`config.mk`:
```
export PLATFORM = sky130hd
export DESIGN_NAME = dchs_host_port
export DESIGN_NICKNAME = d
export VERILOG_FILES = /design/src/verilog/dchs_pkg.sv /design/src/verilog/dchs_chan_if.sv /design/src/verilog/dchs_channel.sv /design/src/verilog/dchs_host_port.sv
export VERILOG_INCLUDE_DIRS = /design/src /design/src/verilog
export SDC_FILE = /design/constraint.sdc
export NUM_CORES = 1
export LEC_CHECK = 0
export CORE_MARGIN = 5
export CORE_UTILIZATION = 68
export DETAILED_ROUTE_END_ITERATION = 7
export DONT_BUFFER_PORTS = 1
export PLACE_DENSITY = 0.84
export SYNTH_ARGS = -nofsm -noshare
export SYNTH_HDL_FRONTEND = slang
export SYNTH_SLANG_ARGS = --single-unit
```
`constraint.sdc`:
```
create_clock -name i_sys_clk -period 9.8 [get_ports i_sys_clk]
set_input_delay 0 -clock i_sys_clk [delete_from_list [all_inputs] [get_ports i_sys_clk]]
set_output_delay 0 -clock i_sys_clk [all_outputs]
set_load 0.005 [all_outputs]
```
`src/verilog/dchs_cfg.svh`:
```
`ifndef DCHS_CFG_SVH
`define DCHS_CFG_SVH
// Register indices on the three-bit select
`define DCHS_IDX_DATA    3'h0
`define DCHS_IDX_MSR     3'h6
`define DCHS_IDX_AFR     3'h2
`define DCHS_IDX_EFR     3'h3
// Field positions
`define DCHS_AFR_BCAST   0
`define DCHS_EFR_AUTOCTS 7
`define DCHS_MSR_CTS     4
`define DCHS_MSR_CD      7
// Reset values and data bus width
`define DCHS_REG_RST     8'h00
`define DCHS_SYNC_RST    8'hfe
`define DCHS_BUS_W       8
`endif

```
`src/verilog/dchs_pkg.sv`:
```
package dchs_pkg;
  typedef logic [7:0] dchs_byte_t;
  typedef enum logic [0:0] { DCHS_CH_B, DCHS_CH_A } dchs_ch_e;
endpackage

```
`src/verilog/dchs_chan_if.sv`:
```
interface dchs_chan_if;
  logic       wr_en;
  logic [2:0] addr;
  logic [7:0] wdata;
  logic [7:0] rdata;
  logic       auto_cts;
  logic       bcast;
  modport host (output wr_en, output addr, output wdata,
                input rdata, input auto_cts, input bcast);
  modport chan (input wr_en, input addr, input wdata,
                output rdata, output auto_cts, output bcast);
endinterface

```
`src/verilog/dchs_channel.sv`:
```
`include "dchs_cfg.svh"
module dchs_channel
  import dchs_pkg::*;
(
  input  wire logic i_sys_clk,
  input  wire logic i_sys_rst,
  input  wire logic i_cd_n_q,
  input  wire logic i_cts_n_q,
  dchs_chan_if.chan bus
);
  dchs_byte_t regs_r [8];
  dchs_byte_t regs_nxt [8];
  dchs_byte_t modem_status_reg;

  // Next register contents on a write
  always_comb begin
    regs_nxt = regs_r;
    if (bus.wr_en) begin
      regs_nxt[bus.addr] = bus.wdata;
    end
  end

  always_ff @(posedge i_sys_clk or posedge i_sys_rst) begin
    if (i_sys_rst) begin
      for (int i = 0; i < 8; i++) regs_r[i] <= `DCHS_REG_RST;
    end else begin
      regs_r <= regs_nxt;
    end
  end

  // Modem status bits 7 and 4 reflect pins, low means asserted; other bits keep the written value
  always_comb begin
    modem_status_reg = regs_r[`DCHS_IDX_MSR] & 8'h6f & 8'h7f;
    // RQ7: carrier mirror
    modem_status_reg[`DCHS_MSR_CD]  = ~i_cd_n_q;
    // RQ9: cts status bit
    modem_status_reg[`DCHS_MSR_CTS] = ~i_cts_n_q;
  end

  assign bus.rdata    = (bus.addr == `DCHS_IDX_MSR) ? modem_status_reg : regs_r[bus.addr];
  assign bus.auto_cts = regs_r[`DCHS_IDX_EFR][`DCHS_EFR_AUTOCTS];
  assign bus.bcast    = regs_r[`DCHS_IDX_AFR][`DCHS_AFR_BCAST];
endmodule // dchs_channel

```
`src/verilog/dchs_host_port.sv`:
```
`include "dchs_cfg.svh"
// Overview of operation
// RQ1: With chip select low, channel pick 1 selects channel A and 0 selects B.
// RQ2: Active-low chip select enables transfers to the picked channel.
// RQ3: Broadcast bit 0 of the alternate function reg makes a write hit both.
// RQ4: Three select inputs address the register inside the channel.
// RQ5: The 8-bit data bus is driven only while read data is returned.
// RQ6: Data bus bit 0 is the first serial bit on the line.
// RQ7: Low carrier detect means carrier present, mirrored in modem status.
// RQ8: Low clear-to-send means the remote end may accept transmit data.
// RQ9: Clear-to-send state reads at bit 4 of modem status.
// RQ10: Clear-to-send gates transmit only when enhanced feature bit 7 is set.
// RQ11: A falling read strobe puts the addressed register on the bus.
// RQ12: A rising write strobe captures the bus into the addressed register.
// RQ13: With chip select high both strobes are ignored and the bus floats.
// RQ14: The host keeps address, select and pick steady through each strobe.
module dchs_host_port
  import dchs_pkg::*;
(
  input  wire logic       i_sys_clk,
  input  wire logic       i_sys_rst,
  input  wire logic       i_chip_sel_n,
  input  wire logic       i_channel_pick,
  input  wire logic [2:0] i_reg_select,
  input  wire logic       i_read_strobe_n,
  input  wire logic       i_write_strobe_n,
  input  wire logic [7:0] i_host_data_bus,
  output logic      [7:0] o_host_data_bus,
  output logic            o_host_data_oe_n,
  input  wire logic       i_carrier_detect_n_a,
  input  wire logic       i_carrier_detect_n_b,
  input  wire logic       i_cts_n_a,
  input  wire logic       i_cts_n_b,
  output logic            o_tx_allow_a,
  output logic            o_tx_allow_b,
  output logic            o_bcast_mode
);
  // Three-stage synchronisers for the eight control and status pins; stage 2 and 3 must agree
  // A level caught mid-transition in stage 1 never reaches the decode,
  // at the price of about four clocks of latency per pin
  logic [7:0] s1_r;     // First stage, metastability catcher
  logic [7:0] s2_r;
  logic [7:0] s3_r;
  logic [7:0] f_r;      // Agreed level seen by the decode
  logic [7:0] s1_nxt;
  logic [7:0] s2_nxt;
  logic [7:0] s3_nxt;
  logic [7:0] f_nxt;
  logic [7:0] raw;
  // Pin bundle; bit order fixes the taps below
  assign raw = {i_carrier_detect_n_b, i_carrier_detect_n_a, i_cts_n_b,
                i_cts_n_a, i_chip_sel_n, i_read_strobe_n, i_write_strobe_n,
                i_channel_pick};

  always_comb begin
    s1_nxt = raw;
    s2_nxt = s1_r;
    s3_nxt = s2_r;
    f_nxt  = f_r;
    // Hold the old level while the last two stages disagree
    for (int i = 0; i < 8; i++) begin
      if (s2_r[i] == s3_r[i]) f_nxt[i] = s3_r[i];
    end
  end

  // Strobes and selects idle high; filtered values start idle
  always_ff @(posedge i_sys_clk or posedge i_sys_rst) begin
    if (i_sys_rst) begin
      s1_r <= `DCHS_SYNC_RST;
      s2_r <= `DCHS_SYNC_RST;
      s3_r <= `DCHS_SYNC_RST;
      f_r  <= `DCHS_SYNC_RST;
    end else begin
      s1_r <= s1_nxt;
      s2_r <= s2_nxt;
      s3_r <= s3_nxt;
      f_r  <= f_nxt;
    end
  end

  // Agreed pin levels
  logic pick_q;
  logic wr_n_q;
  logic rd_n_q;
  logic cs_n_q;
  logic cts_n_a_q;
  logic cts_n_b_q;
  logic cd_n_a_q;
  logic cd_n_b_q;
  assign pick_q    = f_r[0];
  assign wr_n_q    = f_r[1];
  assign rd_n_q    = f_r[2];
  assign cs_n_q    = f_r[3];
  assign cts_n_a_q = f_r[4];
  assign cts_n_b_q = f_r[5];
  assign cd_n_a_q  = f_r[6];
  assign cd_n_b_q  = f_r[7];

  // Previous strobe levels for edge detection
  // Reset high like the idle pins, so release makes no false edge
  logic wr_prev_r;
  logic rd_prev_r;
  logic wr_prev_nxt;
  logic rd_prev_nxt;
  logic wr_rise;
  logic rd_fall;
  // RQ12: write on release
  assign wr_rise = wr_n_q & ~wr_prev_r;
  // RQ11: read on fall
  assign rd_fall = ~rd_n_q & rd_prev_r;

  // Data taken unregistered from the bus; stable per host hold contract
  // Taken raw: the host holds them past the strobe, so the filter
  // delay on the strobe cannot race them
  logic [2:0] addr_q;
  logic [7:0] wdata_q;
  // RQ14: host holds address
  assign addr_q  = i_reg_select;
  assign wdata_q = i_host_data_bus;

  // One carrier per channel; broadcast raises both write enables
  dchs_chan_if ch_a ();
  dchs_chan_if ch_b ();
  // Either channel's bit enables it, so one broadcast write can clear it
  logic bcast;
  // RQ3: broadcast override
  assign bcast = ch_a.bcast | ch_b.bcast;

  // Channel write routing
  always_comb begin
    ch_a.addr  = addr_q;
    ch_b.addr  = addr_q;
    ch_a.wdata = wdata_q;
    ch_b.wdata = wdata_q;
    // RQ13: deselected ignores strobes
    // RQ1: pick chooses channel
    ch_a.wr_en = wr_rise & ~cs_n_q & (bcast | pick_q);
    ch_b.wr_en = wr_rise & ~cs_n_q & (bcast | ~pick_q);
  end

  // RQ4: register addressing
  dchs_channel u_chan_a (
    .i_sys_clk (i_sys_clk),
    .i_sys_rst (i_sys_rst),
    .i_cd_n_q  (cd_n_a_q),
    .i_cts_n_q (cts_n_a_q),
    .bus       (ch_a.chan)
  );

  dchs_channel u_chan_b (
    .i_sys_clk (i_sys_clk),
    .i_sys_rst (i_sys_rst),
    .i_cd_n_q  (cd_n_b_q),
    .i_cts_n_q (cts_n_b_q),
    .bus       (ch_b.chan)
  );

  // Read data and bus drive
  // Held until the strobe or select is seen high again
  logic [7:0] dout_r;
  logic [7:0] dout_nxt;
  logic       oe_n_r;
  logic       oe_n_nxt;
  logic       txa_r;
  logic       txa_nxt;
  logic       txb_r;
  logic       txb_nxt;
  logic       bc_r;
  logic       bc_nxt;

  always_comb begin
    wr_prev_nxt = wr_n_q;
    rd_prev_nxt = rd_n_q;
    dout_nxt    = dout_r;
    oe_n_nxt    = oe_n_r;
    // Read data is frozen at the strobe fall; later register changes
    // do not move the bus until the next read
    // RQ2: selected transfer
    if (rd_fall && !cs_n_q) begin
      // RQ6: bit 0 is first serial bit, kept unswapped
      dout_nxt = (pick_q == DCHS_CH_A) ? ch_a.rdata : ch_b.rdata;
      oe_n_nxt = 1'b0;
    end
    // RQ5: drive only during read
    if (rd_n_q || cs_n_q) begin
      oe_n_nxt = 1'b1;
    end
    // Without auto flow control the transmitter is never held
    // RQ8: low cts means ready
    // RQ10: auto flow gate
    txa_nxt = ~ch_a.auto_cts | ~cts_n_a_q;
    txb_nxt = ~ch_b.auto_cts | ~cts_n_b_q;
    bc_nxt  = bcast;
  end

  // Edge and output registers
  always_ff @(posedge i_sys_clk or posedge i_sys_rst) begin
    if (i_sys_rst) begin
      wr_prev_r <= 1'b1;
      rd_prev_r <= 1'b1;
      dout_r    <= `DCHS_REG_RST;
      oe_n_r    <= 1'b1;
      txa_r     <= 1'b1;
      txb_r     <= 1'b1;
      bc_r      <= 1'b0;
    end else begin
      wr_prev_r <= wr_prev_nxt;
      rd_prev_r <= rd_prev_nxt;
      dout_r    <= dout_nxt;
      oe_n_r    <= oe_n_nxt;
      txa_r     <= txa_nxt;
      txb_r     <= txb_nxt;
      bc_r      <= bc_nxt;
    end
  end

  assign o_host_data_bus  = dout_r;
  assign o_host_data_oe_n = oe_n_r;
  assign o_tx_allow_a     = txa_r;
  assign o_tx_allow_b     = txb_r;
  assign o_bcast_mode     = bc_r;
endmodule // dchs_host_port

```
==> results of run 1 <==
-- logic make-up (layout without fill, tap and decap cells) --
| family | count (synthesis) | in the layout | share of synthesized area [%] |
|---|---|---|---|
| other | 0 | 1 | 0 |
| AOI/OAI and AO/OA | 64 | 64 | 7.10 |
| DFF | 171 | 171 | 58.5 |
| muxes | 161 | 161 | 25.2 |
| buffers and inverters | 42 | 79 | 2.59 |
| adders and majority gates | 8 | 8 | 1.08 |
| and+or+nand+nor | 66 | 66 | 5.49 |
-- area by class of cell --
class                           count  area [µm²]
Antenna cell                        1        2.50
Clock buffer                       22         463
Clock inverter                     10         140
Fill cell                         625        2370
Inverter                           13        53.8
Multi-Input combinational cell    299        2870
Sequential cell                   171        4320
Tap cell                          140         175
Timing Repair Buffer               34         348
-- layout by cell type, fill, tap and decap left out, types with 9 or more instances in the layout --
cell type        n
dfrtp_1        138
mux2_2         128
dfstp_2         33
dlygate4sd3_1   32
mux2i_1         21
nor2_1          20
o221ai_1        18
clkbuf_16       16
inv_1           12
nand2_1          9
-- how the worst max path moves through the flow --
| stage | start | end | slack [ps] |
|---|---|---|---|
| 3_3_place_gp | f_r[1]$_DFFE_PP1N_ | u_chan_a.regs_r[45]$_DFFE_PP0P_ | 7620 |
| 2_1_floorplan | i_sys_rst | f_r[0]$_DFFE_PP0N_ | 5220 |
| 4_1_cts | f_r[1]$_DFFE_PP1N_ | u_chan_a.regs_r[59]$_DFFE_PP0P_ | 7150 |
| 6_report | f_r[1]$_DFFE_PP1N_ | u_chan_a.regs_r[59]$_DFFE_PP0P_ | 7080 |
| 5_1_grt | f_r[1]$_DFFE_PP1N_ | u_chan_a.regs_r[59]$_DFFE_PP0P_ | 7030 |
| 3_5_place_dp | f_r[1]$_DFFE_PP1N_ | u_chan_a.bus.bcast$_DFFE_PP0P_ | 7590 |
-- cell usage after synthesis, types with 3 or more instances --
| cell type | n | area, µm² |
|---|---|---|
| a22oi_1 | 4 | 30.0 |
| o22a_1 | 4 | 35.0 |
| mux2_2 | 128 | 1440 |
| nor2_2 | 8 | 50.1 |
| clkbuf_1 | 8 | 30.0 |
| a221oi_1 | 3 | 26.3 |
| buf_2 | 9 | 45.0 |
| nand2_1 | 9 | 33.8 |
| buf_1 | 8 | 30.0 |
| o221ai_1 | 18 | 158 |
| nor3_4 | 5 | 81.3 |
| a21oi_1 | 4 | 20.0 |
| nor2_1 | 20 | 75.1 |
| a2111oi_0 | 3 | 26.3 |
| nand2b_1 | 4 | 25.0 |
| mux2_4 | 8 | 120 |
| o22ai_1 | 7 | 43.8 |
| a221o_1 | 6 | 60.1 |
| inv_1 | 13 | 48.8 |
| mux2i_1 | 21 | 210 |
| mux4_2 | 4 | 90.1 |
| dfstp_2 | 33 | 867 |
| o21ai_0 | 5 | 25.0 |
| dfrtp_1 | 138 | 3450 |
| maj3_1 | 8 | 80.1 |
| nand3_1 | 6 | 30.0 |
-- metrics by stage --
step | area [µm²] | utilization (%) | instances
floorplan | 7380 | - | 512
global placement | 7430 | 69.1 | 624
detailed placement | 7430 | 69.1 | 624
CTS | 8370 | 77.9 | 689
global route | 8370 | 77.9 | 689
finish | 8370 | 77.9 | 690
-- per-layer routing --
metal | vias to the layer above | routed length [µm]
li1 | 1926 | -
met1 | 2414 | 6870
met2 | 255 | 8610
met3 | 73 | 1510
met4 | 2 | 829
met5 | - | 13
-- power by group --
group / switching, mW / total, mW / internal, mW
logic: 0.126 / 0.289 / 0.164
clock network: 0.275 / 0.684 / 0.409
registers: 0.0930 / 0.953 / 0.860
-- timing repair --
item,CTS,global route
hold endpoints to repair,227,0
hold buffers,33,0
resized for setup,0,0
-- worst reg2reg max path: cells and delay by family, from the launching register on --
family,cells,cell delay [ps]
AOI/OAI and AO/OA,1,190
buffers and inverters,1,580
DFF,1,550
muxes,1,410
and+or+nand+nor,2,870
==> impl_metrics.json, run 1 <==
{
  "status": "complete, no violations",
  "synth_edf_count": 0,
  "met3_usage_pct": 7.88,
  "post_cts_buffers": 0,
  "seq_area_frac_synth_pct": 58.5,
  "maxSlewHeadroom_pct": 19.2,
  "holdWs_ps": 25.3,
  "reg2reg_slack_ps": 7080,
  "io_pins": 33,
  "syn_nets": 533,
  "cts_buffer_depth": 2,
  "required_ps": 10230,
  "clk_latency_ps": 550,
  "clock_skew_ps": 5.77,
  "ir_drop_mv": 0.188,
  "min_period_over_period_pct": 27.8,
  "areaGrowthSynthToFinish_pct": 13.4,
  "largest_registers": "u_chan_b.regs_r: 55 flops, u_chan_a.regs_r: 54 flops",
  "drtIter0Drc": 452,
  "path_max_fanout": 8,
  "setup_slack_ps": 7080,
  "max_stage_delay_ps": 580,
  "yosysUniqueCellTypes": 43,
  "largest_register_ffs": 55,
  "hold_end": "u_chan_b.regs_r[63]$_DFFE_PP0P_",
  "drc_errors": 0,
  "drtAntennaViolNets": 0,
  "rsz0062_at_grt": "false",
  "ys_ff_latch": 171,
  "tightest_slew_ps": 1210,
  "regMostFlops": "u_chan_b.regs_r",
  "overflow": 0,
  "viasPerCell": 6.77,
  "post-place-ws_ps": 7590,
  "finalHoldViolations": 0,
  "port_buffers": 0,
  "place_hpwl_um": 10300,
  "critPathKind": "reg -> reg",
  "ys.flop_type": "dfrtp_1",
  "p_leak_nw": 3.70,
  "first_global_vias": 5061,
  "final.min_clock_period_ps": 2720,
  "initial_utilization_pct": 68.7,
  "cpLargestDelayFamily": "simple AND/OR/NAND/NOR gates",
  "r2r_start": "f_r[1]$_DFFE_PP1N_",
  "top_usage_layer": "met2",
  "grt_util_all_layers_pct": 29.6,
  "nNetsFinal": 557,
  "cts_tree": "done",
  "rr_worst_depth": 5,
  "vias": 4670,
  "cp.depth": 5,
  "ys_async_sr_fraction_pct": 100,
  "antenna_found_initial": 1,
  "root_buffer": "clkbuf_8",
  "cts_buffers": 17,
  "clock.fmax_mhz": 368,
  "crit_chain": "nor3b_4 > o21ai_4 > nor3_4 > mux2_2 > dlygate4sd3_1",
  "clk_pin_slew_ps": 70,
  "yosysWarnings": 0,
  "clock-sinks": 171,
  "grt_util_met2_pct": 46.1,
  "coreArea_um2": 10700,
  "die_y_um": 114,
  "syn-cell-area_um2": 7380,
  "hp-start": "i_reg_select[1]",
  "drive_gt1_share_pct": 41.5,
  "rows": 38,
  "power.density_nw_per_um2": 230,
  "p_total_mw": 1.93,
  "firstDrtPassIters": 7,
  "htreeDepth": 4,
  "grt_max_degree": 118,
  "cp_slowest_cell": "nor3_4",
  "die_x_um": 114,
  "routed_wl_um": 17800,
  "startpoint_type": "register",
  "drv_cap": 0,
  "grtUsageMet1_pct": 38.9,
  "worstReg2RegEnd": "u_chan_a.regs_r[59]$_DFFE_PP0P_",
  "crit_buf_inv": 1,
  "wl_per_cell_um": 25.8,
  "hold_path_class": "in -> reg",
  "finalWeightedCongestion": 0.827,
  "syn-instance-count": 512,
  "setup_tns_ps": 0,
  "final-setup-viol-count": 0,
  "hold_depth": 3,
  "end_kind": "register",
  "slew_violations": 0,
  "die_area_um2": 13000,
  "syn_avg_cell_area_um2": 14.4,
  "arrival_ps": 3150,
  "grt_pass1_wl_um": 28800
}
Note: power is estimated with default switching activity, not from simulation.
==> inputs of run 2 (changes only) <==
Settings changed: CORE_UTILIZATION 68 to 63, PLACE_DENSITY 0.84 to 0.79.
Clock period 9.8 ns to 2.7 ns, I/O delays scaled along.
==> run 2 against run 1 <==
Compared with the run above: core utilization down 5.5 points; sequential share of layout area up 0.44 points; critical path type unchanged; critical path depth unchanged; sequential power rose to 3.6 times the previous value; critical endpoint is now u_chan_a.regs_r[28]$_DFFE_PP0P_; wire length down 6.8%; combinational power rose to 3.4 times the previous value.
==> impl_metrics.json, run 2 (same netlist as run 1, synthesis figures left out) <==
{
  "die_y_um": 118,
  "overflow": 0,
  "startpoint_type": "register",
  "port_buffers": 0,
  "tightest_slew_ps": 899,
  "cts_buffers": 17,
  "max_stage_delay_ps": 550,
  "clock.fmax_mhz": 423,
  "cts_resized": 0,
  "drive_gt1_share_pct": 42.9,
  "rsz0062_at_grt": "false",
  "p_leak_nw": 3.68,
  "grt_util_met2_pct": 38.0,
  "grtUsageMet1_pct": 33.5,
  "hp-start": "i_reg_select[1]",
  "reg2reg_slack_ps": 330,
  "antenna_found_initial": 1,
  "final_cell_mix": "dfrtp_1 (138), mux2_2 (128), dfstp_2 (33)",
  "regMostFlops": "u_chan_b.regs_r",
  "largest_register_ffs": 55,
  "slew_violations": 0,
  "cts_buffer_depth": 2,
  "place_hpwl_um": 10400,
  "min_period_over_period_pct": 87.6,
  "drtAntennaViolNets": 0,
  "worstReg2RegEnd": "u_chan_a.regs_r[28]$_DFFE_PP0P_",
  "root_buffer": "clkbuf_16",
  "drtIter0Drc": 352,
  "met3_usage_pct": 6.83,
  "firstDrtPassIters": 5,
  "coreArea_um2": 11500,
  "vias": 4532,
  "crit_buf_inv": 1,
  "routed_wl_um": 16600,
  "maxSlewHeadroom_pct": 39.8,
  "end_kind": "register",
  "areaGrowthSynthToFinish_pct": 12.5,
  "clock_skew_ps": 8.65,
  "viasPerCell": 6.58,
  "clock-sinks": 171,
  "status": "complete, no violations",
  "drv_cap": 0,
  "top_usage_layer": "met2",
  "setup_tns_ps": 0,
  "die_area_um2": 14000,
  "nNetsFinal": 553,
  "grt_max_degree": 46,
  "largest_registers": "u_chan_b.regs_r: 55 flops, u_chan_a.regs_r: 54 flops",
  "final_common_cell": "dfrtp_1",
  "finalHoldViolations": 0,
  "clk_pin_slew_ps": 70,
  "clk_latency_ps": 430,
  "hold_path_class": "in -> reg",
  "wl_per_cell_um": 24.1,
  "final-setup-viol-count": 0,
  "ir_drop_mv": 0.753,
  "cp_slowest_cell": "dfstp_2",
  "cts_tree": "done",
  "first_global_vias": 4756,
  "hold_end": "o_host_data_bus[1]$_DFFE_PP0P_",
  "critPathKind": "reg -> reg",
  "holdWs_ps": 10.7,
  "grt_util_all_layers_pct": 24.6,
  "initial_utilization_pct": 64.4,
  "final.min_clock_period_ps": 2370,
  "rr_worst_depth": 5,
  "arrival_ps": 2680,
  "path_max_fanout": 8,
  "grt_pass1_wl_um": 26700,
  "htreeDepth": 4,
  "power.density_nw_per_um2": 813,
  "die_x_um": 118,
  "fillCellCount": 703,
  "rows": 39,
  "crit_chain": "nor3b_4 > o21ai_4 > nor3_4 > mux2_2 > dlygate4sd3_1",
  "cpLargestDelayFamily": "simple AND/OR/NAND/NOR gates",
  "io_pins": 33,
  "r2r_start": "f_r[1]$_DFFE_PP1N_",
  "required_ps": 3010,
  "finalWeightedCongestion": 0.825,
  "drc_errors": 0,
  "hold_depth": 3
}
==> run 2: changes by cell type in the layout (fill, tap and decap cells not counted), sizes merged <==
cell	previous run	this run
buf	2	8
bufinv	3	1
clkbuf	22	20
clkinvlp	3	4
dlygate4sd3	32	22
inv	13	16
==> run 2: worst max path at each step <==
| stage | from | endpoint | slack, ps | cells past startpoint |
|---|---|---|---|---|
| floorplan | i_sys_rst | f_r[0]$_DFFE_PP0N_ | 540 | 1 |
| global placement | f_r[1]$_DFFE_PP1N_ | u_chan_a.regs_r[41]$_DFFE_PP0P_ | 520 | 4 |
| detailed placement | f_r[1]$_DFFE_PP1N_ | u_chan_b.regs_r[47]$_DFFE_PP0P_ | 470 | 4 |
| CTS | f_r[1]$_DFFE_PP1N_ | u_chan_a.regs_r[28]$_DFFE_PP0P_ | 70 | 5 |
| global route | f_r[1]$_DFFE_PP1N_ | u_chan_a.regs_r[28]$_DFFE_PP0P_ | 260 | 5 |
| finish | f_r[1]$_DFFE_PP1N_ | u_chan_a.regs_r[28]$_DFFE_PP0P_ | 330 | 5 |
==> run 2: per-stage QoR <==
stage	setup slack, ps	cell area (µm²)	util (%)	instances	power (mW)
CTS	67.3	8280	72.2	685	6.78
detailed placement	470	7500	65.4	631	4.40
global placement	515	7500	65.4	631	4.33
floorplan	544	7390	-	512	4.18
global route	256	8300	72.4	689	7.05
finish	334	8300	72.4	689	6.75
==> run 2: repair_timing <==
action / 4_1_cts / 5_1_grt
hold endpoints to repair: 173 / 0
hold buffers: 22 / 0
buffers inserted: 0 / 3
endpoints found under the setup margin: 0 / 1
==> run 2: report_power, final <==
| part | switching [mW] | internal [mW] | total [mW] |
|---|---|---|---|
| logic | 0.409 | 0.588 | 0.997 |
| registers | 0.322 | 3.12 | 3.44 |
| clock network | 1.01 | 1.30 | 2.31 |
==> run 2: layout make-up <==
type                            count  area [µm²]  share of cell area [%]
Inverter                           13        52.6                   0.633
Clock inverter                     12         114                    1.37
Clock buffer                       20         447                    5.38
Antenna cell                        1        2.50                  0.0301
Multi-Input combinational cell    299        2870                    34.6
Sequential cell                   171        4320                    52.0
Timing Repair Buffer               30         318                    3.83
Tap cell                          143         179                    2.15
==> run 2: layer usage <==
layer / share of wire (%) / vias up
li1: - / 1930
met1: 42 / 2392
met4: 2.3 / 0
met2: 49 / 176
met3: 6.7 / 34
met5: 0 / -
==> run 2: worst reg2reg max path, cell delays in order, from the launching register on <==
cell and delay (ps):
dfstp_2 550, nor3b_4 290, o21ai_4 190, nor3_4 290, mux2_2 380, dlygate4sd3_1 550
==> inputs of run 3 (changes only) <==
Settings changed: ABC_AREA set to 1, CAP_MARGIN set to 20, CORE_MARGIN 5 to not set.
==> run 3 against run 2 <==
Compared with the run above: synthesized cell count increased by 80%; total power increased by 5.2%; cell count increased by 59%; worst setup slack improved by 140 ps; core utilization decreased by 1.4 points; critical path type unchanged.
==> impl_metrics.json, run 3 <==
{
  "status": "complete, no violations",
  "ys_async_sr_fraction_pct": 100,
  "syn-cell-area_um2": 7880,
  "maxSlewHeadroom_pct": 35.9,
  "synth_top_area_share_pct": 43.8,
  "power.density_nw_per_um2": 826,
  "startpoint_type": "register",
  "die_area_um2": 13000,
  "wl_per_cell_um": 17.4,
  "final_common_cell": "nand2_1",
  "final_cell_mix": "nand2_1 (339), dfrtp_1 (138), inv_1 (87)",
  "ys_ff_latch": 171,
  "critPathKind": "reg -> reg",
  "ys.flop_type": "dfrtp_1",
  "rows": 40,
  "syn_avg_cell_area_um2": 8.55,
  "regMostFlops": "u_chan_b.regs_r",
  "clk_latency_ps": 430,
  "met3_usage_pct": 8.13,
  "initial_utilization_pct": 65.1,
  "io_pins": 33,
  "layout.cells.non_filler": 1093,
  "nNetsFinal": 932,
  "grt_pass1_wl_um": 31000,
  "yosysMostFrequentCell": "nand2_1",
  "viasPerCell": 5.75,
  "ir_drop_mv": 0.600,
  "stdcell_area_um2": 8600,
  "yosysWarnings": 0,
  "final-setup-viol-count": 0,
  "finalWeightedCongestion": 0.860,
  "first_global_vias": 6203,
  "antenna_found_initial": 1,
  "firstDrtPassIters": 5,
  "end_kind": "register",
  "rsz0062_at_grt": "false",
  "post-place-ws_ps": 581,
  "cts_tree": "done",
  "top_usage_layer": "met2",
  "yosysUniqueCellTypes": 27,
  "cts_buffers": 17,
  "largest_registers": "u_chan_b.regs_r: 55 flops, u_chan_a.regs_r: 54 flops",
  "placed_area_um2": 7810,
  "cts_resized": 0,
  "drive_gt1_share_pct": 11.6,
  "synthTopCellsByArea": "dfrtp_1 (44%), nand2_1 (16%), dfstp_2 (11%)",
  "die_x_um": 114,
  "routed_wl_um": 19000,
  "clock.fmax_mhz": 450,
  "root_buffer": "clkbuf_16",
  "htreeDepth": 4,
  "final.min_clock_period_ps": 2220,
  "drtIter0Drc": 623,
  "largest_register_ffs": 55,
  "tightest_slew_ps": 958,
  "required_ps": 3010,
  "drc_errors": 0,
  "grt_util_met2_pct": 49.7,
  "coreArea_um2": 12100,
  "synth_area_leader_cell": "dfrtp_1",
  "seq_area_frac_synth_pct": 54.8,
  "synth_edf_count": 0,
  "grtUsageMet1_pct": 41.2,
  "min_period_over_period_pct": 82.4,
  "vias": 6280,
  "overflow": 0,
  "cts_buffer_depth": 2,
  "grt_util_all_layers_pct": 31.9,
  "place_inst": 1038,
  "port_buffers": 0,
  "p_leak_nw": 4.09,
  "clock-sinks": 171,
  "drtAntennaViolNets": 0,
  "syn_nets": 942,
  "setup_slack_ps": 476,
  "path_max_fanout": 22,
  "place_hpwl_um": 11900,
  "syn-instance-count": 921,
  "finalHoldViolations": 0,
  "areaGrowthSynthToFinish_pct": 9.13,
  "arrival_ps": 2530,
  "clock_skew_ps": 4.73,
  "setup_tns_ps": 0,
  "die_y_um": 114,
  "ys_top_cells_by_count": "nand2_1 (339), dfrtp_1 (138), inv_1 (88)",
  "slew_violations": 0,
  "clk_pin_slew_ps": 60,
  "drv_cap": 0,
  "hold_path_class": "in -> reg",
  "grt_max_degree": 86
}
-- run 3: what timing repair did --
item                                   CTS  global route
buffers inserted                         0             0
endpoints found under the hold margin  165             0
hold buffers                            21             0
-- run 3: metal layers --
| metal | vias up | part of all wire [%] |
|---|---|---|
| met3 | 75 | 8.6 |
| met5 | - | 0 |
| met2 | 311 | 47 |
| met1 | 3006 | 40 |
| met4 | 0 | 4.5 |
| li1 | 2888 | - |
-- run 3: power breakdown --
part / total, mW / internal, mW / leakage (nW) / switching (mW)
registers: 3.54 / 3.25 / 2.00 / 0.283
clock network: 2.29 / 1.30 / 0.276 / 0.984
logic: 1.28 / 0.436 / 1.81 / 0.844
total: 7.10 / 4.99 / 4.09 / 2.11
-- run 3: final timing paths --
check	startpoint	end	slack, ps	depth (start not counted)
worst max-delay path	f_r[0]$_DFFE_PP0N_	u_chan_b.regs_r[37]$_DFFE_PP0P_	480	5
worst min-delay path	i_reg_select[0]	o_host_data_bus[3]$_DFFE_PP0P_	30	6
worst max register to register	f_r[0]$_DFFE_PP0N_	u_chan_b.regs_r[37]$_DFFE_PP0P_	480	5
worst min register to register	s1_r[0]$_DFF_PP0_	s2_r[0]$_DFF_PP0_	350	0
max in group asynchronous	i_sys_rst	s3_r[7]$_DFF_PP1_	1700	3
min in group asynchronous	i_sys_rst	u_chan_b.regs_r[60]$_DFFE_PP0P_	190	2
-- run 3: cell type report --
cell class,count,area (µm²)
sequential,171,4320
fill,918,3510
multi-input combinational,598,2840
clock buffer,22,497
inverter,95,365
timing repair buffer,28,300
tap,168,210
clock inverter,10,62.6
antenna,1,2.50
-- run 3: cell families after synthesis --
| group | after synthesis | share of synthesized area [%] |
|---|---|---|
| simple gates | 430 | 23.9 |
| flops | 171 | 54.8 |
| compound gates | 160 | 11.1 |
| buf+inv | 152 | 9.12 |
| fa+ha+maj | 8 | 1.02 |
-- run 3: critical path, stage by stage (launching register included) --
cell	delay (ps)
dfrtp_1	640
inv_2	220
o21ai_4	780
nor2_4	200
nand2_1	160
o21ai_1	90
-- run 3: stage by stage --
step / hold slack, ps / utilization (%) / power (mW)
2_1_floorplan: 4.48 / - / 4.47
3_3_place_gp: 4.54 / 64.5 / 4.64
3_5_place_dp: 4.53 / 64.5 / 4.75
4_1_cts: 5.32 / 70.8 / 7.10
5_1_grt: 38.8 / 71.0 / 7.45
6_report: 30.1 / 71.0 / 7.10
